## config.mk

```make
export PLATFORM = sky130hd
export DESIGN_NAME = odcb_bank
export DESIGN_NICKNAME = d
export VERILOG_FILES = /design/src/odcb_pkg.sv /design/src/odcb_byte_reg.sv /design/src/odcb_bank.sv
export VERILOG_INCLUDE_DIRS = /design/src
export SDC_FILE = /design/constraint.sdc
export NUM_CORES = 1
export LEC_CHECK = 0
export ABC_CLOCK_PERIOD_IN_PS = 6500
export BUFFER_PORTS_ARGS = -buffer_cell sky130_fd_sc_hd__buf_2
export CORE_AREA = 10 10 94 96
export DETAILED_ROUTE_END_ITERATION = 10
export DIE_AREA = 0 0 104 106
export MAX_ROUTING_LAYER = met4
export PLACE_DENSITY_LB_ADDON = 0.25
export RECOVER_POWER = 25
export SLEW_MARGIN = 20
export SYNTH_ARGS = -nofsm -noshare
export SYNTH_HDL_FRONTEND = slang
export SYNTH_SLANG_ARGS = --single-unit
```

## constraint.sdc

```tcl
create_clock -name clk_sys -period 6.5 [get_ports clk_sys]
set_input_delay 0.975 -clock clk_sys [delete_from_list [all_inputs] [get_ports clk_sys]]
set_output_delay 0.975 -clock clk_sys [all_outputs]
set_load 0.1 [all_outputs]
```

## src/odcb_map.svh

```systemverilog
`ifndef ODCB_MAP_SVH
`define ODCB_MAP_SVH

// ========================================
// register offsets on the host register port
`define ODCB_ADDR_DELAY 8'h2c
`define ODCB_ADDR_SUPPLY_DRV 8'h2d
`define ODCB_ADDR_TERM_MODE 8'h2f
`define ODCB_ADDR_DIV_UPPER 8'h38
`define ODCB_ADDR_DIV_MIDDLE 8'h39
`define ODCB_ADDR_DIV_LOW 8'h3a
`define ODCB_ADDR_PHASE_STRENGTH 8'h3b

// ========================================
// implemented bits of each register, others read as zero
`define ODCB_MASK_DELAY 8'hff
`define ODCB_MASK_SUPPLY_DRV 8'h1f
`define ODCB_MASK_TERM_MODE 8'hdf
`define ODCB_MASK_DIV_UPPER 8'hff
`define ODCB_MASK_DIV_MIDDLE 8'hff
`define ODCB_MASK_DIV_LOW 8'hff
`define ODCB_MASK_PHASE_STRENGTH 8'hc7

// ========================================
// reset value of every register
`define ODCB_RESET_VALUE 8'h00

// ========================================
// field positions
`define ODCB_COARSE_MSB 5
`define ODCB_COARSE_LSB 0
`define ODCB_FINE_MSB 7
`define ODCB_FINE_LSB 6
`define ODCB_FINE_EXT_BIT 4
`define ODCB_SUPPLY_MSB 4
`define ODCB_SUPPLY_LSB 3
`define ODCB_DRV_MSB 2
`define ODCB_DRV_LSB 0
`define ODCB_MARKER_MSB 7
`define ODCB_MARKER_LSB 6
`define ODCB_MODE_MSB 3
`define ODCB_MODE_LSB 0
`define ODCB_DIV_UPPER_MSB 3
`define ODCB_DIV_UPPER_LSB 0
`define ODCB_PHASE_MSB 7
`define ODCB_PHASE_LSB 6
`define ODCB_STRENGTH_MSB 2
`define ODCB_STRENGTH_LSB 0

// ========================================
// fine delay step and its largest count
`define ODCB_FINE_STEP_PS 8'd30
`define ODCB_FINE_MAX_STEPS 3'd4

`endif

```

## src/odcb_pkg.sv

```systemverilog
package odcb_pkg;

	// ========================================
	// supply level codes
	typedef enum logic [1:0] {
		ODCB_SUPPLY_1V8 = 2'h0,
		ODCB_SUPPLY_2V5 = 2'h1,
		ODCB_SUPPLY_3V3 = 2'h2
	} odcb_supply_t;

	// ========================================
	// driver standard codes
	typedef enum logic [2:0] {
		ODCB_DRV_LVDS = 3'h0,
		ODCB_DRV_LVPECL_CM = 3'h1,
		ODCB_DRV_CML = 3'h2,
		ODCB_DRV_HCSL = 3'h3,
		ODCB_DRV_LVDS_BOOST = 3'h4,
		ODCB_DRV_LVPECL_NOCM = 3'h5
	} odcb_drv_t;

	// ========================================
	// output termination and single-ended mode codes
	typedef enum logic [3:0] {
		ODCB_MODE_DIFF_EXT = 4'h0,
		ODCB_MODE_DIFF_PULLDN = 4'h1,
		ODCB_MODE_DIFF_PULLUP = 4'h2,
		ODCB_MODE_CMOS_P = 4'h4,
		ODCB_MODE_CMOS_N = 4'h8,
		ODCB_MODE_CMOS_PN = 4'hc
	} odcb_mode_t;

endpackage

```

## src/odcb_byte_reg.sv

```systemverilog
`timescale 1ns/1ps
`include "odcb_map.svh"

module odcb_byte_reg #(
	parameter logic [7:0] MASK = 8'hff
) (
	input wire logic clk_sys,
	input wire logic rst_n,
	input wire logic wr_en,
	input wire logic [7:0] wr_data,
	output logic [7:0] q
);

	// ========================================
	// storage
	logic [7:0] next_q;

	// masked write, unimplemented bits stay zero
	assign next_q = wr_en ? (wr_data & MASK) : q;

	// clears to zero on reset
	always_ff @(posedge clk_sys or negedge rst_n) begin
		if (!rst_n) begin
			q <= `ODCB_RESET_VALUE; // see RL11
		end else begin
			q <= next_q; // see RL11
		end
	end

endmodule

```

## src/odcb_bank.sv

```systemverilog
// Behaviour
// RL1 - low six delay bits: coarse VCO delay
// RL2 - delay bits 7:6: fine 30 ps steps
// RL3 - extended fine code 8:6, 0 to 4
// RL4 - bits 4:3 declare 1.8/2.5/3.3 V supply
// RL5 - bits 2:0 select the driver standard
// RL6 - marker 01/10 means fuse memory written
// RL7 - four-bit code selects termination or CMOS
// RL8 - divider is 20 bits over three registers
// RL9 - phase select routes true/complement to pins
// RL10 - software writes strength field all ones
// RL11 - all fields read back, reset to zero
`timescale 1ns/1ps
`include "odcb_map.svh"

module odcb_bank #(
	parameter int DIV_WIDTH = 20
) (
	input wire logic clk_sys,
	input wire logic rst_n,
	input wire logic [7:0] reg_addr,
	input wire logic reg_wr,
	input wire logic [7:0] reg_wdata,
	input wire logic reg_rd,
	output logic [7:0] reg_rdata,
	output logic reg_rvalid,
	input wire logic true_clock,
	input wire logic complement_clock,
	output logic [5:0] coarse_delay,
	output logic [2:0] fine_delay_steps,
	output logic [7:0] fine_delay_ps,
	output odcb_pkg::odcb_supply_t supply_level_select,
	output logic supply_level_valid,
	output odcb_pkg::odcb_drv_t driver_standard_select,
	output logic driver_standard_valid,
	output logic fuse_written,
	output odcb_pkg::odcb_mode_t output_mode,
	output logic mode_differential,
	output logic mode_pullup,
	output logic mode_pulldown,
	output logic cmos_pos_en,
	output logic cmos_neg_en,
	output logic mode_valid,
	output logic [DIV_WIDTH-1:0] output_divider,
	output logic positive_pin_source,
	output logic negative_pin_source,
	output logic positive_pin_clock,
	output logic negative_pin_clock,
	output logic [2:0] drive_strength
);

	// ========================================
	// register table
	localparam int NREG = 7;
	localparam int R_DELAY = 0;
	localparam int R_SUPPLY = 1;
	localparam int R_MODE = 2;
	localparam int R_DIVU = 3;
	localparam int R_DIVM = 4;
	localparam int R_DIVL = 5;
	localparam int R_PHASE = 6;

	localparam logic [7:0] REG_ADDR [NREG] = '{
		`ODCB_ADDR_DELAY,
		`ODCB_ADDR_SUPPLY_DRV,
		`ODCB_ADDR_TERM_MODE,
		`ODCB_ADDR_DIV_UPPER,
		`ODCB_ADDR_DIV_MIDDLE,
		`ODCB_ADDR_DIV_LOW,
		`ODCB_ADDR_PHASE_STRENGTH
	};

	localparam logic [7:0] REG_MASK [NREG] = '{
		`ODCB_MASK_DELAY,
		`ODCB_MASK_SUPPLY_DRV,
		`ODCB_MASK_TERM_MODE,
		`ODCB_MASK_DIV_UPPER,
		`ODCB_MASK_DIV_MIDDLE,
		`ODCB_MASK_DIV_LOW,
		`ODCB_MASK_PHASE_STRENGTH
	};

	logic [7:0] q [NREG];
	logic [NREG-1:0] hit;
	logic [7:0] rd_term [NREG];
	logic [7:0] rd_mux;
	logic [7:0] next_rdata;

	// ========================================
	// one byte register per table entry, address decode beside it
	genvar gi;
	generate
		for (gi = 0; gi < NREG; gi++) begin : g_reg
			assign hit[gi] = (reg_addr == REG_ADDR[gi]);
			assign rd_term[gi] = hit[gi] ? q[gi] : 8'h00;
			odcb_byte_reg #(
				.MASK(REG_MASK[gi])
			) u_reg (
				.clk_sys(clk_sys),
				.rst_n(rst_n),
				.wr_en(reg_wr && hit[gi]), // see RL11
				.wr_data(reg_wdata),
				.q(q[gi])
			);
		end
	endgenerate

	// read mux, unmapped offsets answer zero
	always_comb begin
		rd_mux = 8'h00;
		for (int i = 0; i < NREG; i++) begin
			rd_mux = rd_mux | rd_term[i]; // see RL11
		end
	end

	assign next_rdata = reg_rd ? rd_mux : reg_rdata;

	// read data is held until the next read
	always_ff @(posedge clk_sys or negedge rst_n) begin
		if (!rst_n) begin
			reg_rdata <= 8'h00;
			reg_rvalid <= 1'b0;
		end else begin
			reg_rdata <= next_rdata;
			reg_rvalid <= reg_rd;
		end
	end

	// ========================================
	// delay decode
	logic [2:0] fine_code;
	logic fine_over;

	assign coarse_delay = q[R_DELAY][`ODCB_COARSE_MSB:`ODCB_COARSE_LSB]; // see RL1
	// extended bit sits in the mode register; zero gives the two-bit form
	assign fine_code = {q[R_MODE][`ODCB_FINE_EXT_BIT],
		q[R_DELAY][`ODCB_FINE_MSB:`ODCB_FINE_LSB]}; // see RL2
	// codes beyond the largest step saturate rather than wrap
	assign fine_over = (fine_code > `ODCB_FINE_MAX_STEPS);
	assign fine_delay_steps = fine_over ? `ODCB_FINE_MAX_STEPS : fine_code; // see RL3
	assign fine_delay_ps = 8'(fine_delay_steps * `ODCB_FINE_STEP_PS); // see RL2

	// ========================================
	// supply and driver decode
	logic [1:0] supply_code;
	logic [2:0] drv_code;

	assign supply_code = q[R_SUPPLY][`ODCB_SUPPLY_MSB:`ODCB_SUPPLY_LSB];
	assign supply_level_select = odcb_pkg::odcb_supply_t'(supply_code); // see RL4
	assign supply_level_valid = (supply_code != 2'h3); // see RL4
	assign drv_code = q[R_SUPPLY][`ODCB_DRV_MSB:`ODCB_DRV_LSB];
	assign driver_standard_select = odcb_pkg::odcb_drv_t'(drv_code); // see RL5
	assign driver_standard_valid = (drv_code <= 3'h5); // see RL5

	// ========================================
	// fuse marker: only the two mixed patterns mean written
	assign fuse_written = q[R_MODE][`ODCB_MARKER_MSB] ^ q[R_MODE][`ODCB_MARKER_LSB]; // see RL6

	// ========================================
	// termination and single-ended mode decode
	logic [3:0] mode_code;

	assign mode_code = q[R_MODE][`ODCB_MODE_MSB:`ODCB_MODE_LSB];
	assign output_mode = odcb_pkg::odcb_mode_t'(mode_code); // see RL7

	// unlisted codes drive nothing and flag invalid
	always_comb begin
		mode_differential = 1'b0;
		mode_pullup = 1'b0;
		mode_pulldown = 1'b0;
		cmos_pos_en = 1'b0;
		cmos_neg_en = 1'b0;
		mode_valid = 1'b1;
		unique case (mode_code)
			4'h0: begin
				mode_differential = 1'b1; // see RL7
			end
			4'h2: begin
				mode_differential = 1'b1;
				mode_pullup = 1'b1; // see RL7
			end
			4'h1: begin
				mode_differential = 1'b1;
				mode_pulldown = 1'b1; // see RL7
			end
			4'h4: begin
				cmos_pos_en = 1'b1; // see RL7
			end
			4'h8: begin
				cmos_neg_en = 1'b1; // see RL7
			end
			4'hc: begin
				cmos_pos_en = 1'b1;
				cmos_neg_en = 1'b1; // see RL7
			end
			default: begin
				mode_valid = 1'b0;
			end
		endcase
	end

	// ========================================
	// divider assembly from three bytes
	assign output_divider = DIV_WIDTH'({q[R_DIVU][`ODCB_DIV_UPPER_MSB:`ODCB_DIV_UPPER_LSB],
		q[R_DIVM], q[R_DIVL]}); // see RL8

	// ========================================
	// cmos phase routing: 0 picks true clock, 1 picks complement
	logic [1:0] phase_code;

	assign phase_code = q[R_PHASE][`ODCB_PHASE_MSB:`ODCB_PHASE_LSB];
	assign positive_pin_source = phase_code[1]; // see RL9
	assign negative_pin_source = (phase_code != 2'h1); // see RL9
	assign positive_pin_clock = positive_pin_source ? complement_clock : true_clock; // see RL9
	assign negative_pin_clock = negative_pin_source ? complement_clock : true_clock; // see RL9

	// strength is passed on as written; software is expected to use all ones
	assign drive_strength = q[R_PHASE][`ODCB_STRENGTH_MSB:`ODCB_STRENGTH_LSB]; // see RL11

endmodule

```

# == Word level (Yosys, flattened, before mapping) ==
# Index checks and enable logic that the tools add are counted.
# word_totals
mem_bits_rw,0
romBits,0
word_cells,61
latch_bits,0
mem_count,0
register_bits,58
# op_classes
n_eq_ne,14
shift,0
multipliers,1
mux,16
n_div,0
n_lt_le_gt_ge,2
addsub,0
reduce_logical,12
bitwise,7
# ops
operator,n
8-bit by 6-bit == test with 1-bit output (second input constant),7
8-bit two-way mux,6
8-bit bitwise OR,5
4-bit == test (second input constant),2
1-bit two-way mux,8
8-bit by 5-bit bitwise OR with 8-bit output,1
1-bit logical AND,7
3-bit by 4-bit multiplier with 7-bit output (second input constant),1
6-bit OR reduction,1
5-bit two-way mux,1
4-bit by 1-bit == test with 1-bit output (second input constant),1
4-bit by 2-bit == test with 1-bit output (second input constant),1
4-bit by 3-bit == test with 1-bit output (second input constant),1
4-bit zero test,1
2-bit OR reduction,2
3-bit greater-than comparator (second input constant),1
3-bit <= comparator (second input constant),1
3-bit two-way mux,1
3-bit OR reduction,1
2-bit by 1-bit != test with 1-bit output (second input constant),1
2-bit != test (second input constant),1
1-bit bitwise XOR,1

# == Depth between registers and ports, before layout ==
# Gate-level depths: netlist of the first run.
# logic_depth
word_depth,8
mapped_depth,8

# == Hierarchy ==
# A second synthesis of the first run with hierarchy kept.
# unflattened
cells_unflattened,268
hier_area_um2,3260.6
# by_module_without_submodules
mod,area_per_inst_um2,instances,seq_area_each_um2,cells_per_inst
odcb_byte_reg (g_reg[0].u_reg ...),331.6,4,200.2,17
odcb_bank,1216.2,1,225.2,155
odcb_byte_reg (g_reg[1].u_reg ...),207.7,2,125.1,14
odcb_byte_reg (g_reg[2].u_reg),302.8,1,175.2,17

# == Worst setup path after synthesis of the first run ==
# No wires, ideal clock.
# synth_timing
kind,register to output
from,register g_reg[2].u_reg.q[4]
to,output port fine_delay_ps[5]
slack_ns,1.199
n_path_buf,0
path_stages_with_launch,7
t_arrival_ns,4.326
required_time_ns,5.525
path_cell_list,dfrtp_1 nor2_1 xnor2_1 ha_1 inv_1 fa_1 xnor2_1
# synth_between
elab_chain_len,3
# synth_rtl
item,line,rtl
from (decl),odcb_byte_reg.sv:11,output logic [7:0] q
from (signal assigned),odcb_byte_reg.sv:24,q <= `ODCB_RESET_VALUE;
from (signal assigned),odcb_byte_reg.sv:26,q <= next_q;
3-bit greater-than comparator (no source line),-,
3-bit two-way mux (*),odcb_bank.sv:140,assign fine_delay_steps = fine_over ? `ODCB_FINE_MAX_STEPS : fine_code;
3-bit by 4-bit multiplier with 7-bit output (no source line) (*),-,
to (decl),odcb_bank.sv:31,"output logic [7:0] fine_delay_ps,"
# Mark *: on every way between the ends. The rest lies on a longest branch, timed or not.

# == Worst setup path after layout of the first run ==
# layout_timing
from,register g_reg[2].u_reg.q[4]
to,output port fine_delay_ps[7]
# Same word-level chain as after synthesis.

==> impl_metrics.prom, run 1 <==
# TYPE chip_impl_metric gauge
chip_impl_metric{name="cts_buffers",unit=""} 9
chip_impl_info{name="yosys_most_used_dff",value="dfrtp_1"} 1
chip_impl_metric{name="grt_start_max_net_pins",unit=""} 59
chip_impl_info{name="hp-class",value="reg -> reg"} 1
chip_impl_metric{name="cellInternalPower",unit="uW"} 604
chip_impl_metric{name="power.combinational.fraction",unit="%"} 27.8
chip_impl_metric{name="timing_hold_violations_final",unit=""} 0
chip_impl_metric{name="finalNetCount",unit=""} 348
chip_impl_info{name="setup.worst_path.start_class",value="flop"} 1
chip_impl_info{name="cts_root_buf",value="clkbuf_8"} 1
chip_impl_metric{name="globalRoute.totalOverflow",unit=""} 0
chip_impl_metric{name="fmax",unit="MHz"} 260
chip_impl_metric{name="maximum_vdd_drop",unit="V"} 0.000127
chip_impl_metric{name="die_x",unit="um"} 104
chip_impl_metric{name="wire_length_of_the_first_global_routing_pass",unit="um"} 12700
chip_impl_metric{name="insertion_delay",unit="ps"} 330
chip_impl_info{name="most_common_cell_after_layout_fill_and_taps_aside",value="buf_2"} 1
chip_impl_info{name="unrepaired_setup_endpoints_after_global_routing",value="false"} 1
chip_impl_metric{name="cp_max_fo",unit=""} 8
chip_impl_metric{name="maxCapViolations",unit=""} 1
chip_impl_info{name="violations_in_the_final_reports",value="capacitance limit, slew limit"} 1
chip_impl_metric{name="path_buf_inv",unit=""} 2
chip_impl_metric{name="chipHeight",unit="um"} 106
chip_impl_metric{name="cts-root-to-sink-buffers",unit=""} 2
chip_impl_metric{name="cts_hold_buf",unit=""} 0
chip_impl_metric{name="cts.repair_timing.setup_buffer_count",unit=""} 0
chip_impl_metric{name="layout-drive-gt1-share",unit="%"} 50.9
chip_impl_metric{name="final.setup_skew",unit="ps"} 6.01
chip_impl_metric{name="core_rows",unit=""} 31
chip_impl_metric{name="post-route-period-util",unit="%"} 59.1
chip_impl_info{name="cpLargestDelayFamily",value="adder cells"} 1
chip_impl_info{name="tritoncts_clock_tree",value="yes"} 1
chip_impl_metric{name="syn_inst",unit=""} 246
chip_impl_metric{name="pwr_density_cell",unit="mW/mm2"} 267
chip_impl_metric{name="ctsHtreeMaxLevel",unit=""} 3
chip_impl_metric{name="routed_via_density",unit=""} 5.17
chip_impl_metric{name="i_o_pin_total",unit=""} 93
chip_impl_info{name="crit_top_cell",value="ha_1"} 1
chip_impl_metric{name="synth_edf_count",unit=""} 0
chip_impl_info{name="hold_path_startpoint",value="reg_rdata[6]$_DFFE_PN0P_"} 1
chip_impl_metric{name="syn-mean-instance-area",unit="um2"} 12.5
chip_impl_metric{name="via_count_of_the_first_global_routing_pass",unit=""} 2379
chip_impl_info{name="layout_common_cells",value="buf_2, dfrtp_1, mux2_2"} 1
chip_impl_metric{name="syn_nets",unit=""} 273
chip_impl_info{name="crit_path_end_kind",value="output port"} 1
chip_impl_metric{name="tritoncts_num_sinks",unit=""} 58
chip_impl_metric{name="place.detailed.instances",unit=""} 409
chip_impl_metric{name="timing.critical_path.slowest_cell_delay",unit="ps"} 430
chip_impl_metric{name="final.setup.tns",unit="ps"} 0
chip_impl_metric{name="maxSlewViolCount",unit=""} 59
chip_impl_metric{name="initial_antenna_violation_count",unit=""} 0
chip_impl_metric{name="setup_viol",unit=""} 0
chip_impl_metric{name="layout.cells.non_filler",unit=""} 425
chip_impl_metric{name="floorplan.core_area",unit="mm2"} 0.00706
chip_impl_metric{name="insertedDiodeCount",unit=""} 0
chip_impl_info{name="r2r-start",value="g_reg[6].u_reg.q[7]$_DFFE_PN0P_"} 1
chip_impl_metric{name="wl",unit="um"} 7870
chip_impl_metric{name="drt_pre_antenna_iters",unit=""} 4
chip_impl_info{name="timing_worst_setup_path_type",value="reg -> out"} 1
chip_impl_metric{name="net_sw_share",unit="%"} 38.1
chip_impl_metric{name="seq_area_frac_synth",unit="%"} 47.1
chip_impl_metric{name="syn_area",unit="mm2"} 0.00308
chip_impl_metric{name="die-area",unit="mm2"} 0.0110
chip_impl_metric{name="post_cts.resized_instances",unit=""} 0
chip_impl_info{name="slowest_stage",value="dfrtp_1"} 1
chip_impl_metric{name="relSlewSlack",unit="%"} -103
chip_impl_metric{name="placed_wire_length_estimate",unit="um"} 5740
chip_impl_metric{name="start_util",unit="%"} 43.7
chip_impl_metric{name="remaining_drc_errors",unit=""} 0
chip_impl_metric{name="flow.area_growth_from_synthesis",unit="%"} 18.6
chip_impl_metric{name="timing.critical_path.arrival",unit="ps"} 2860
chip_impl_info{name="critical_path.cell_chain",value="nand2b_1 > ha_1 > xnor2_1 > ha_1 > inv_1 > fa_1 > nor2_1 > o21a_1 > buf_2"} 1
chip_impl_metric{name="async_flop_share",unit="%"} 100
chip_impl_metric{name="period_needed",unit="ps"} 3840
chip_impl_metric{name="portBuffers",unit=""} 91
chip_impl_metric{name="vias",unit=""} 2197
chip_impl_metric{name="timing_worst_slew_pin_value",unit="ps"} 3050
chip_impl_metric{name="netlist-cell-type-count",unit=""} 44
chip_impl_info{name="outcome",value="finished, violations left"} 1
chip_impl_metric{name="power_frac_clock",unit="%"} 31.8
chip_impl_info{name="setup.worst_path.start",value="g_reg[2].u_reg.q[4]$_DFFE_PN0P_"} 1
chip_impl_metric{name="power.share.sequential",unit="%"} 40.4
chip_impl_metric{name="grt.total_usage",unit="%"} 15.0
chip_impl_metric{name="yosys_warnings",unit=""} 0
chip_impl_metric{name="post_drt_wl_per_cell",unit="um"} 18.5
chip_impl_metric{name="static-leakage-power",unit="uW"} 0.00193
chip_impl_metric{name="drtIter0Drc",unit=""} 53
chip_impl_metric{name="clk_pin_slew",unit="ps"} 60
chip_impl_metric{name="power.net_switching",unit="uW"} 371
chip_impl_metric{name="synth.ff_latch_count",unit=""} 58
chip_impl_metric{name="gp_congestion",unit=""} 0.788
chip_impl_metric{name="final_antenna_net_count",unit=""} 0
chip_impl_metric{name="timing.critical_path.required",unit="ps"} 5520
layout make-up:
type	instances	area (um2)
fillers	696	3400
flip-flops and latches	58	1450
multi-input cells	151	1410
clock buffers	13	139
clock inverters	3	40.0
inverters	9	33.8
repair buffers	92	458
well taps	99	124
worst reg2reg max path, cell delays in order (launching register included):
cell and delay (ps):
dfrtp_1 420, mux4_2 480, a22oi_1 190, a21oi_1 90
power groups by stage:
stage	clock, uW	combinational [uW]	sequential, uW
after floorplan	0	145	483
after global placement	0	273	400
after detailed placement	0	274	400
after CTS	318	274	394
after global routing	332	282	397
final	310	271	394
metrics by stage:
stage | hold slack (ps) | instance area (um2) | utilization, % | setup slack [ps] | total power (uW)
final | 501 | 3660 | 51.8 | 2660 | 975
after global routing | 526 | 3660 | 51.8 | 2370 | 1010
after CTS | 505 | 3660 | 51.9 | 2640 | 986
after detailed placement | 491 | 3480 | 49.3 | 3000 | 674
after global placement | 480 | 3480 | 49.3 | 3060 | 672
after floorplan | 475 | 3080 | - | 1200 | 628
state kept, by name, indices dropped and copies added, names as in the netlist:
| register | count |
|---|---|
| g.u_reg.q | 49 |
| reg_rvalid | 1 |
| reg_rdata | 8 |
worst paths after layout:
kind                                              endpoint  slack [ps]  depth (start not counted)
min in group asynchronous  g_reg[6].u_reg.q[1]$_DFFE_PN0P_        1740                          2
hold / removal                    reg_rdata[6]$_DFFE_PN0P_         500                          1
hold reg to reg                   reg_rdata[6]$_DFFE_PN0P_         500                          1
max in group asynchronous  g_reg[0].u_reg.q[7]$_DFFE_PN0P_        3040                          2
setup / recovery                          fine_delay_ps[7]        2660                          9
setup reg to reg                  reg_rdata[7]$_DFFE_PN0P_        5180                          3
routing by layer:
metal  GRT usage (%)  wire length, um  vias to the layer above  part of all wire, %
met2            23.7             3790                       67                   48
met3            3.86              321                       16                  4.1
met5               -                0                        -                    0
li1                -                -                     1017                    -
met1            18.2             3630                     1097                   46
met4            5.47              125                        0                  1.6
cells by family (layout without fill, tap and decap cells):
kind of cell	count (synthesis)	count (layout)	synth area share (%)
compound gates	31	31	7.31
flops	58	58	47.1
other cells	1	1	0.122
xor+xnor	5	5	1.42
simple gates	45	45	9.05
buf+inv	37	117	7.15
mux	64	64	25.6
fa+ha+maj	5	5	2.27
cells in the mapped netlist, drive strengths merged, types with 2 or more instances:
master | number | area [um2]
dfrtp | 58 | 1450
mux2 | 54 | 638
buf | 22 | 164
nor2 | 10 | 37.5
inv | 9 | 33.8
nand2 | 8 | 30.0
a21oi | 7 | 35.0
a22oi | 6 | 45.0
clkbuf | 6 | 22.5
mux2i | 6 | 60.1
o2bb2ai | 6 | 52.6
and2 | 5 | 33.8
nand3 | 5 | 45.0
nor2b | 5 | 31.3
ha | 4 | 50.1
mux4 | 4 | 90.1
xnor2 | 3 | 26.3
a221oi | 2 | 17.5
and4b | 2 | 20.0
nand2b | 2 | 12.5
nor3b | 2 | 15.0
nor4b | 2 | 17.5
xor2 | 2 | 17.5
(Power assumes the default switching activity.)
==> run 2, diff against run 1 <==
Settings changed: ABC_AREA set to 1, ABC_CLOCK_PERIOD_IN_PS 6500 to 3100, CORE_AREA 10 10 94 96 to 10 10 95 97, DIE_AREA 0 0 104 106 to 0 0 105 107.
Clock period 6.5 ns to 3.1 ns, I/O delays scaled along.
==> run 2 against run 1 <==
Effect of this change:
- the run still ends with capacitance limit, slew limit left
- synthesized cell count up 65%
- wire length up 21%
- sequential share of layout area down 3.3 points
- highest routed layer unchanged
- first-iteration DRC count rose to 4.9 times the previous value
- worst hold slack worse by 120 ps
- global-route usage up 2.5 points
- cell area up 9.3%
- critical path type unchanged
- power up 140%
- non-clock buffer count up 8
==> impl_metrics.prom, run 2 <==
# TYPE chip_impl_metric gauge
chip_impl_metric{name="fmax",unit="MHz"} 331
chip_impl_metric{name="vias",unit=""} 2998
chip_impl_metric{name="final_antenna_net_count",unit=""} 0
chip_impl_metric{name="wire_length_of_the_first_global_routing_pass",unit="um"} 15200
chip_impl_metric{name="routed_via_density",unit=""} 5.04
chip_impl_metric{name="timing_worst_slew_pin_value",unit="ps"} 1540
chip_impl_metric{name="grt_start_max_net_pins",unit=""} 29
chip_impl_metric{name="timing_hold_violations_final",unit=""} 0
chip_impl_metric{name="setup_viol",unit=""} 0
chip_impl_info{name="reg_top3",value="g.u_reg.q (49), reg_rdata (8), reg_rvalid (1)"} 1
chip_impl_metric{name="maxSlewViolCount",unit=""} 29
chip_impl_metric{name="synth_top_cell_area_share",unit="%"} 46.1
chip_impl_metric{name="i_o_pin_total",unit=""} 93
chip_impl_info{name="hp-class",value="in -> reg"} 1
chip_impl_metric{name="pwr_density_cell",unit="mW/mm2"} 593
chip_impl_metric{name="insertedDiodeCount",unit=""} 0
chip_impl_metric{name="cp_max_fo",unit=""} 4
chip_impl_metric{name="static-leakage-power",unit="uW"} 0.00206
chip_impl_info{name="post_synth_most_frequent_cells",value="nand2_1, dfrtp_1, inv_1"} 1
chip_impl_info{name="registers.top_by_ff_count",value="g.u_reg.q"} 1
chip_impl_metric{name="netlist-cell-type-count",unit=""} 25
chip_impl_metric{name="ff2ff_path_depth",unit=""} 6
chip_impl_metric{name="chipHeight",unit="um"} 107
chip_impl_metric{name="timing.critical_path.required",unit="ps"} 2630
chip_impl_metric{name="clk_pin_slew",unit="ps"} 70
chip_impl_metric{name="start_util",unit="%"} 44.1
chip_impl_metric{name="finalNetCount",unit=""} 518
chip_impl_info{name="slowest_stage",value="fa_2"} 1
chip_impl_metric{name="floorplan.core_area",unit="mm2"} 0.00714
chip_impl_metric{name="gp_congestion",unit=""} 0.882
chip_impl_info{name="timing_worst_setup_path_type",value="reg -> out"} 1
chip_impl_metric{name="tritoncts_num_sinks",unit=""} 58
chip_impl_info{name="outcome",value="finished, violations left"} 1
chip_impl_metric{name="finalCoreUtilization",unit="%"} 56.0
chip_impl_metric{name="syn_inst",unit=""} 406
chip_impl_metric{name="die-area",unit="mm2"} 0.0112
chip_impl_info{name="violations_in_the_final_reports",value="capacitance limit, slew limit"} 1
chip_impl_metric{name="maximum_vdd_drop",unit="V"} 0.000325
chip_impl_metric{name="async_flop_share",unit="%"} 100
chip_impl_metric{name="insertion_delay",unit="ps"} 350
chip_impl_info{name="tritoncts_clock_tree",value="yes"} 1
chip_impl_metric{name="relSlewSlack",unit="%"} -2.67
chip_impl_metric{name="grt.total_usage",unit="%"} 17.5
chip_impl_info{name="yosys_most_used_dff",value="dfrtp_1"} 1
chip_impl_metric{name="synth_edf_count",unit=""} 0
chip_impl_metric{name="postPlaceCellArea",unit="mm2"} 0.00371
chip_impl_metric{name="drtIter0Drc",unit=""} 260
chip_impl_metric{name="seq_area_frac_synth",unit="%"} 46.1
chip_impl_metric{name="largest_register_ff_count",unit=""} 49
chip_impl_metric{name="ctsHtreeMaxLevel",unit=""} 3
chip_impl_metric{name="hold_slack",unit="ps"} 385
chip_impl_metric{name="maxCapViolations",unit=""} 1
chip_impl_metric{name="cts_buffers",unit=""} 9
chip_impl_metric{name="placed_wire_length_estimate",unit="um"} 7200
chip_impl_metric{name="syn-mean-instance-area",unit="um2"} 7.76
chip_impl_metric{name="layout-drive-gt1-share",unit="%"} 27.6
chip_impl_metric{name="globalRoute.totalOverflow",unit=""} 0
chip_impl_metric{name="final_area",unit="mm2"} 0.00400
chip_impl_info{name="crit_top_cell",value="inv_2"} 1
chip_impl_metric{name="synth.ff_latch_count",unit=""} 58
chip_impl_metric{name="timing.critical_path.slowest_cell_delay",unit="ps"} 440
chip_impl_info{name="cts_root_buf",value="clkbuf_8"} 1
chip_impl_info{name="post-synth-top-area-cell",value="dfrtp_1"} 1
chip_impl_metric{name="wl",unit="um"} 9490
chip_impl_metric{name="post_drt_wl_per_cell",unit="um"} 16.0
chip_impl_metric{name="flow.area_growth_from_synthesis",unit="%"} 26.8
chip_impl_metric{name="final.setup_skew",unit="ps"} 12.8
chip_impl_metric{name="drt_pre_antenna_iters",unit=""} 5
chip_impl_metric{name="die_x",unit="um"} 105
chip_impl_metric{name="timing.critical_path.arrival",unit="ps"} 2560
chip_impl_info{name="yosysMostFrequentCell",value="nand2_1"} 1
chip_impl_metric{name="core_rows",unit=""} 31
chip_impl_metric{name="num-fill-cells",unit=""} 704
chip_impl_metric{name="via_count_of_the_first_global_routing_pass",unit=""} 2977
chip_impl_info{name="ys_top_cells_by_area",value="dfrtp_1, nand2_1, nand3_1"} 1
chip_impl_info{name="most_common_cell_after_layout_fill_and_taps_aside",value="nand2_1"} 1
chip_impl_info{name="layout_common_cells",value="nand2_1, buf_2, dfrtp_1"} 1
chip_impl_info{name="critical_path.cell_chain",value="inv_2 > nor2_4 > inv_1 > ha_1 > inv_2 > xor2_4 > inv_2 > ha_1 > inv_1 > fa_2 > clkinvlp_4 > buf_12"} 1
chip_impl_metric{name="period_needed",unit="ps"} 3020
chip_impl_metric{name="whs_path_depth",unit=""} 3
chip_impl_metric{name="syn_nets",unit=""} 433
chip_impl_info{name="crit_path_end_kind",value="output port"} 1
chip_impl_metric{name="remaining_drc_errors",unit=""} 0
chip_impl_metric{name="post-route-period-util",unit="%"} 97.5
chip_impl_info{name="setup.worst_path.start_class",value="flop"} 1
chip_impl_metric{name="syn_area",unit="mm2"} 0.00315
chip_impl_metric{name="initial_antenna_violation_count",unit=""} 0
chip_impl_metric{name="cts-root-to-sink-buffers",unit=""} 2
chip_impl_metric{name="yosys_warnings",unit=""} 0
chip_impl_metric{name="portBuffers",unit=""} 91
## run 2: power breakdown
part	leakage [uW]	switching, uW	internal (uW)	total [uW]
Sequential	0.000671	47.5	810	857
Clock	0.000119	308	517	825
Combinational	0.00127	578	109	687
Total	0.00206	934	1440	2370
## run 2: final cells by class
type / instances / area [um2] / area share [%]
flip-flops and latches: 58 / 1450 / 36.3
multi-input cells: 269 / 1410 / 35.3
repair buffers: 100 / 567 / 14.2
inverters: 53 / 203 / 5.07
clock buffers: 12 / 165 / 4.13
well taps: 99 / 124 / 3.10
clock inverters: 4 / 72.6 / 1.82
## run 2: final timing paths
check / start / endpoint / slack [ps]
min in group asynchronous: rst_n / g_reg[0].u_reg.q[4]$_DFFE_PN0P_ / 610
max in group asynchronous: rst_n / g_reg[0].u_reg.q[0]$_DFFE_PN0P_ / 660
worst min register to register: reg_rdata[5]$_DFFE_PN0P_ / reg_rdata[5]$_DFFE_PN0P_ / 480
worst min-delay path: reg_wdata[5] / g_reg[4].u_reg.q[5]$_DFFE_PN0P_ / 390
worst max-delay path: g_reg[0].u_reg.q[7]$_DFFE_PN0P_ / fine_delay_ps[4] / 80
worst max register to register: g_reg[0].u_reg.q[7]$_DFFE_PN0P_ / reg_rdata[7]$_DFFE_PN0P_ / 2050
## run 2: what timing repair did
| action | 4_1_cts | 5_1_grt |
|---|---|---|
| gates resized for setup | 2 | 3 |
| pin swaps | 0 | 1 |
| setup endpoints to repair | 3 | 4 |
| buffers inserted | 1 | 3 |
| hold buffers | 1 | 0 |
| endpoints found under the hold margin | 9 | 0 |
## run 2: kinds of logic (layout without fill, tap and decap cells)
logic type | count (synthesis) | after routing | synth area share, %
compound gates | 62 | 62 | 10.4
xor+xnor | 4 | 4 | 1.11
fa+ha+maj | 5 | 5 | 2.22
buf+inv | 79 | 169 | 11.8
flops | 58 | 58 | 46.1
other cells | 1 | 1 | 0.119
simple gates | 197 | 197 | 28.2
## run 2: routing by layer
layer | up-vias | GRT usage (%) | wire, um
li1 | 1453 | - | -
met4 | 0 | 5.98 | 163
met2 | 121 | 28.0 | 4520
met5 | - | - | 0
met3 | 18 | 4.49 | 589
met1 | 1406 | 21.1 | 4220
## run 2: critical path, delay by kind of cell, from the launching register on
family,cells,cell delay [ps]
buffers and inverters,7,620
flip-flops,1,370
XOR/XNOR,1,170
AND/OR/NAND/NOR,1,120
adder cells (fa/ha/maj),3,920
## run 2: per-stage QoR
step	total power (uW)	instances	TNS [ps]	setup slack (ps)
final	2370	595	0	77.5
after floorplan	1420	406	-661	-226
after detailed placement	1550	574	0	295
after global placement	1550	574	0	387
after CTS	2370	592	0	14.0
after global routing	2450	595	-83.9	-46.6
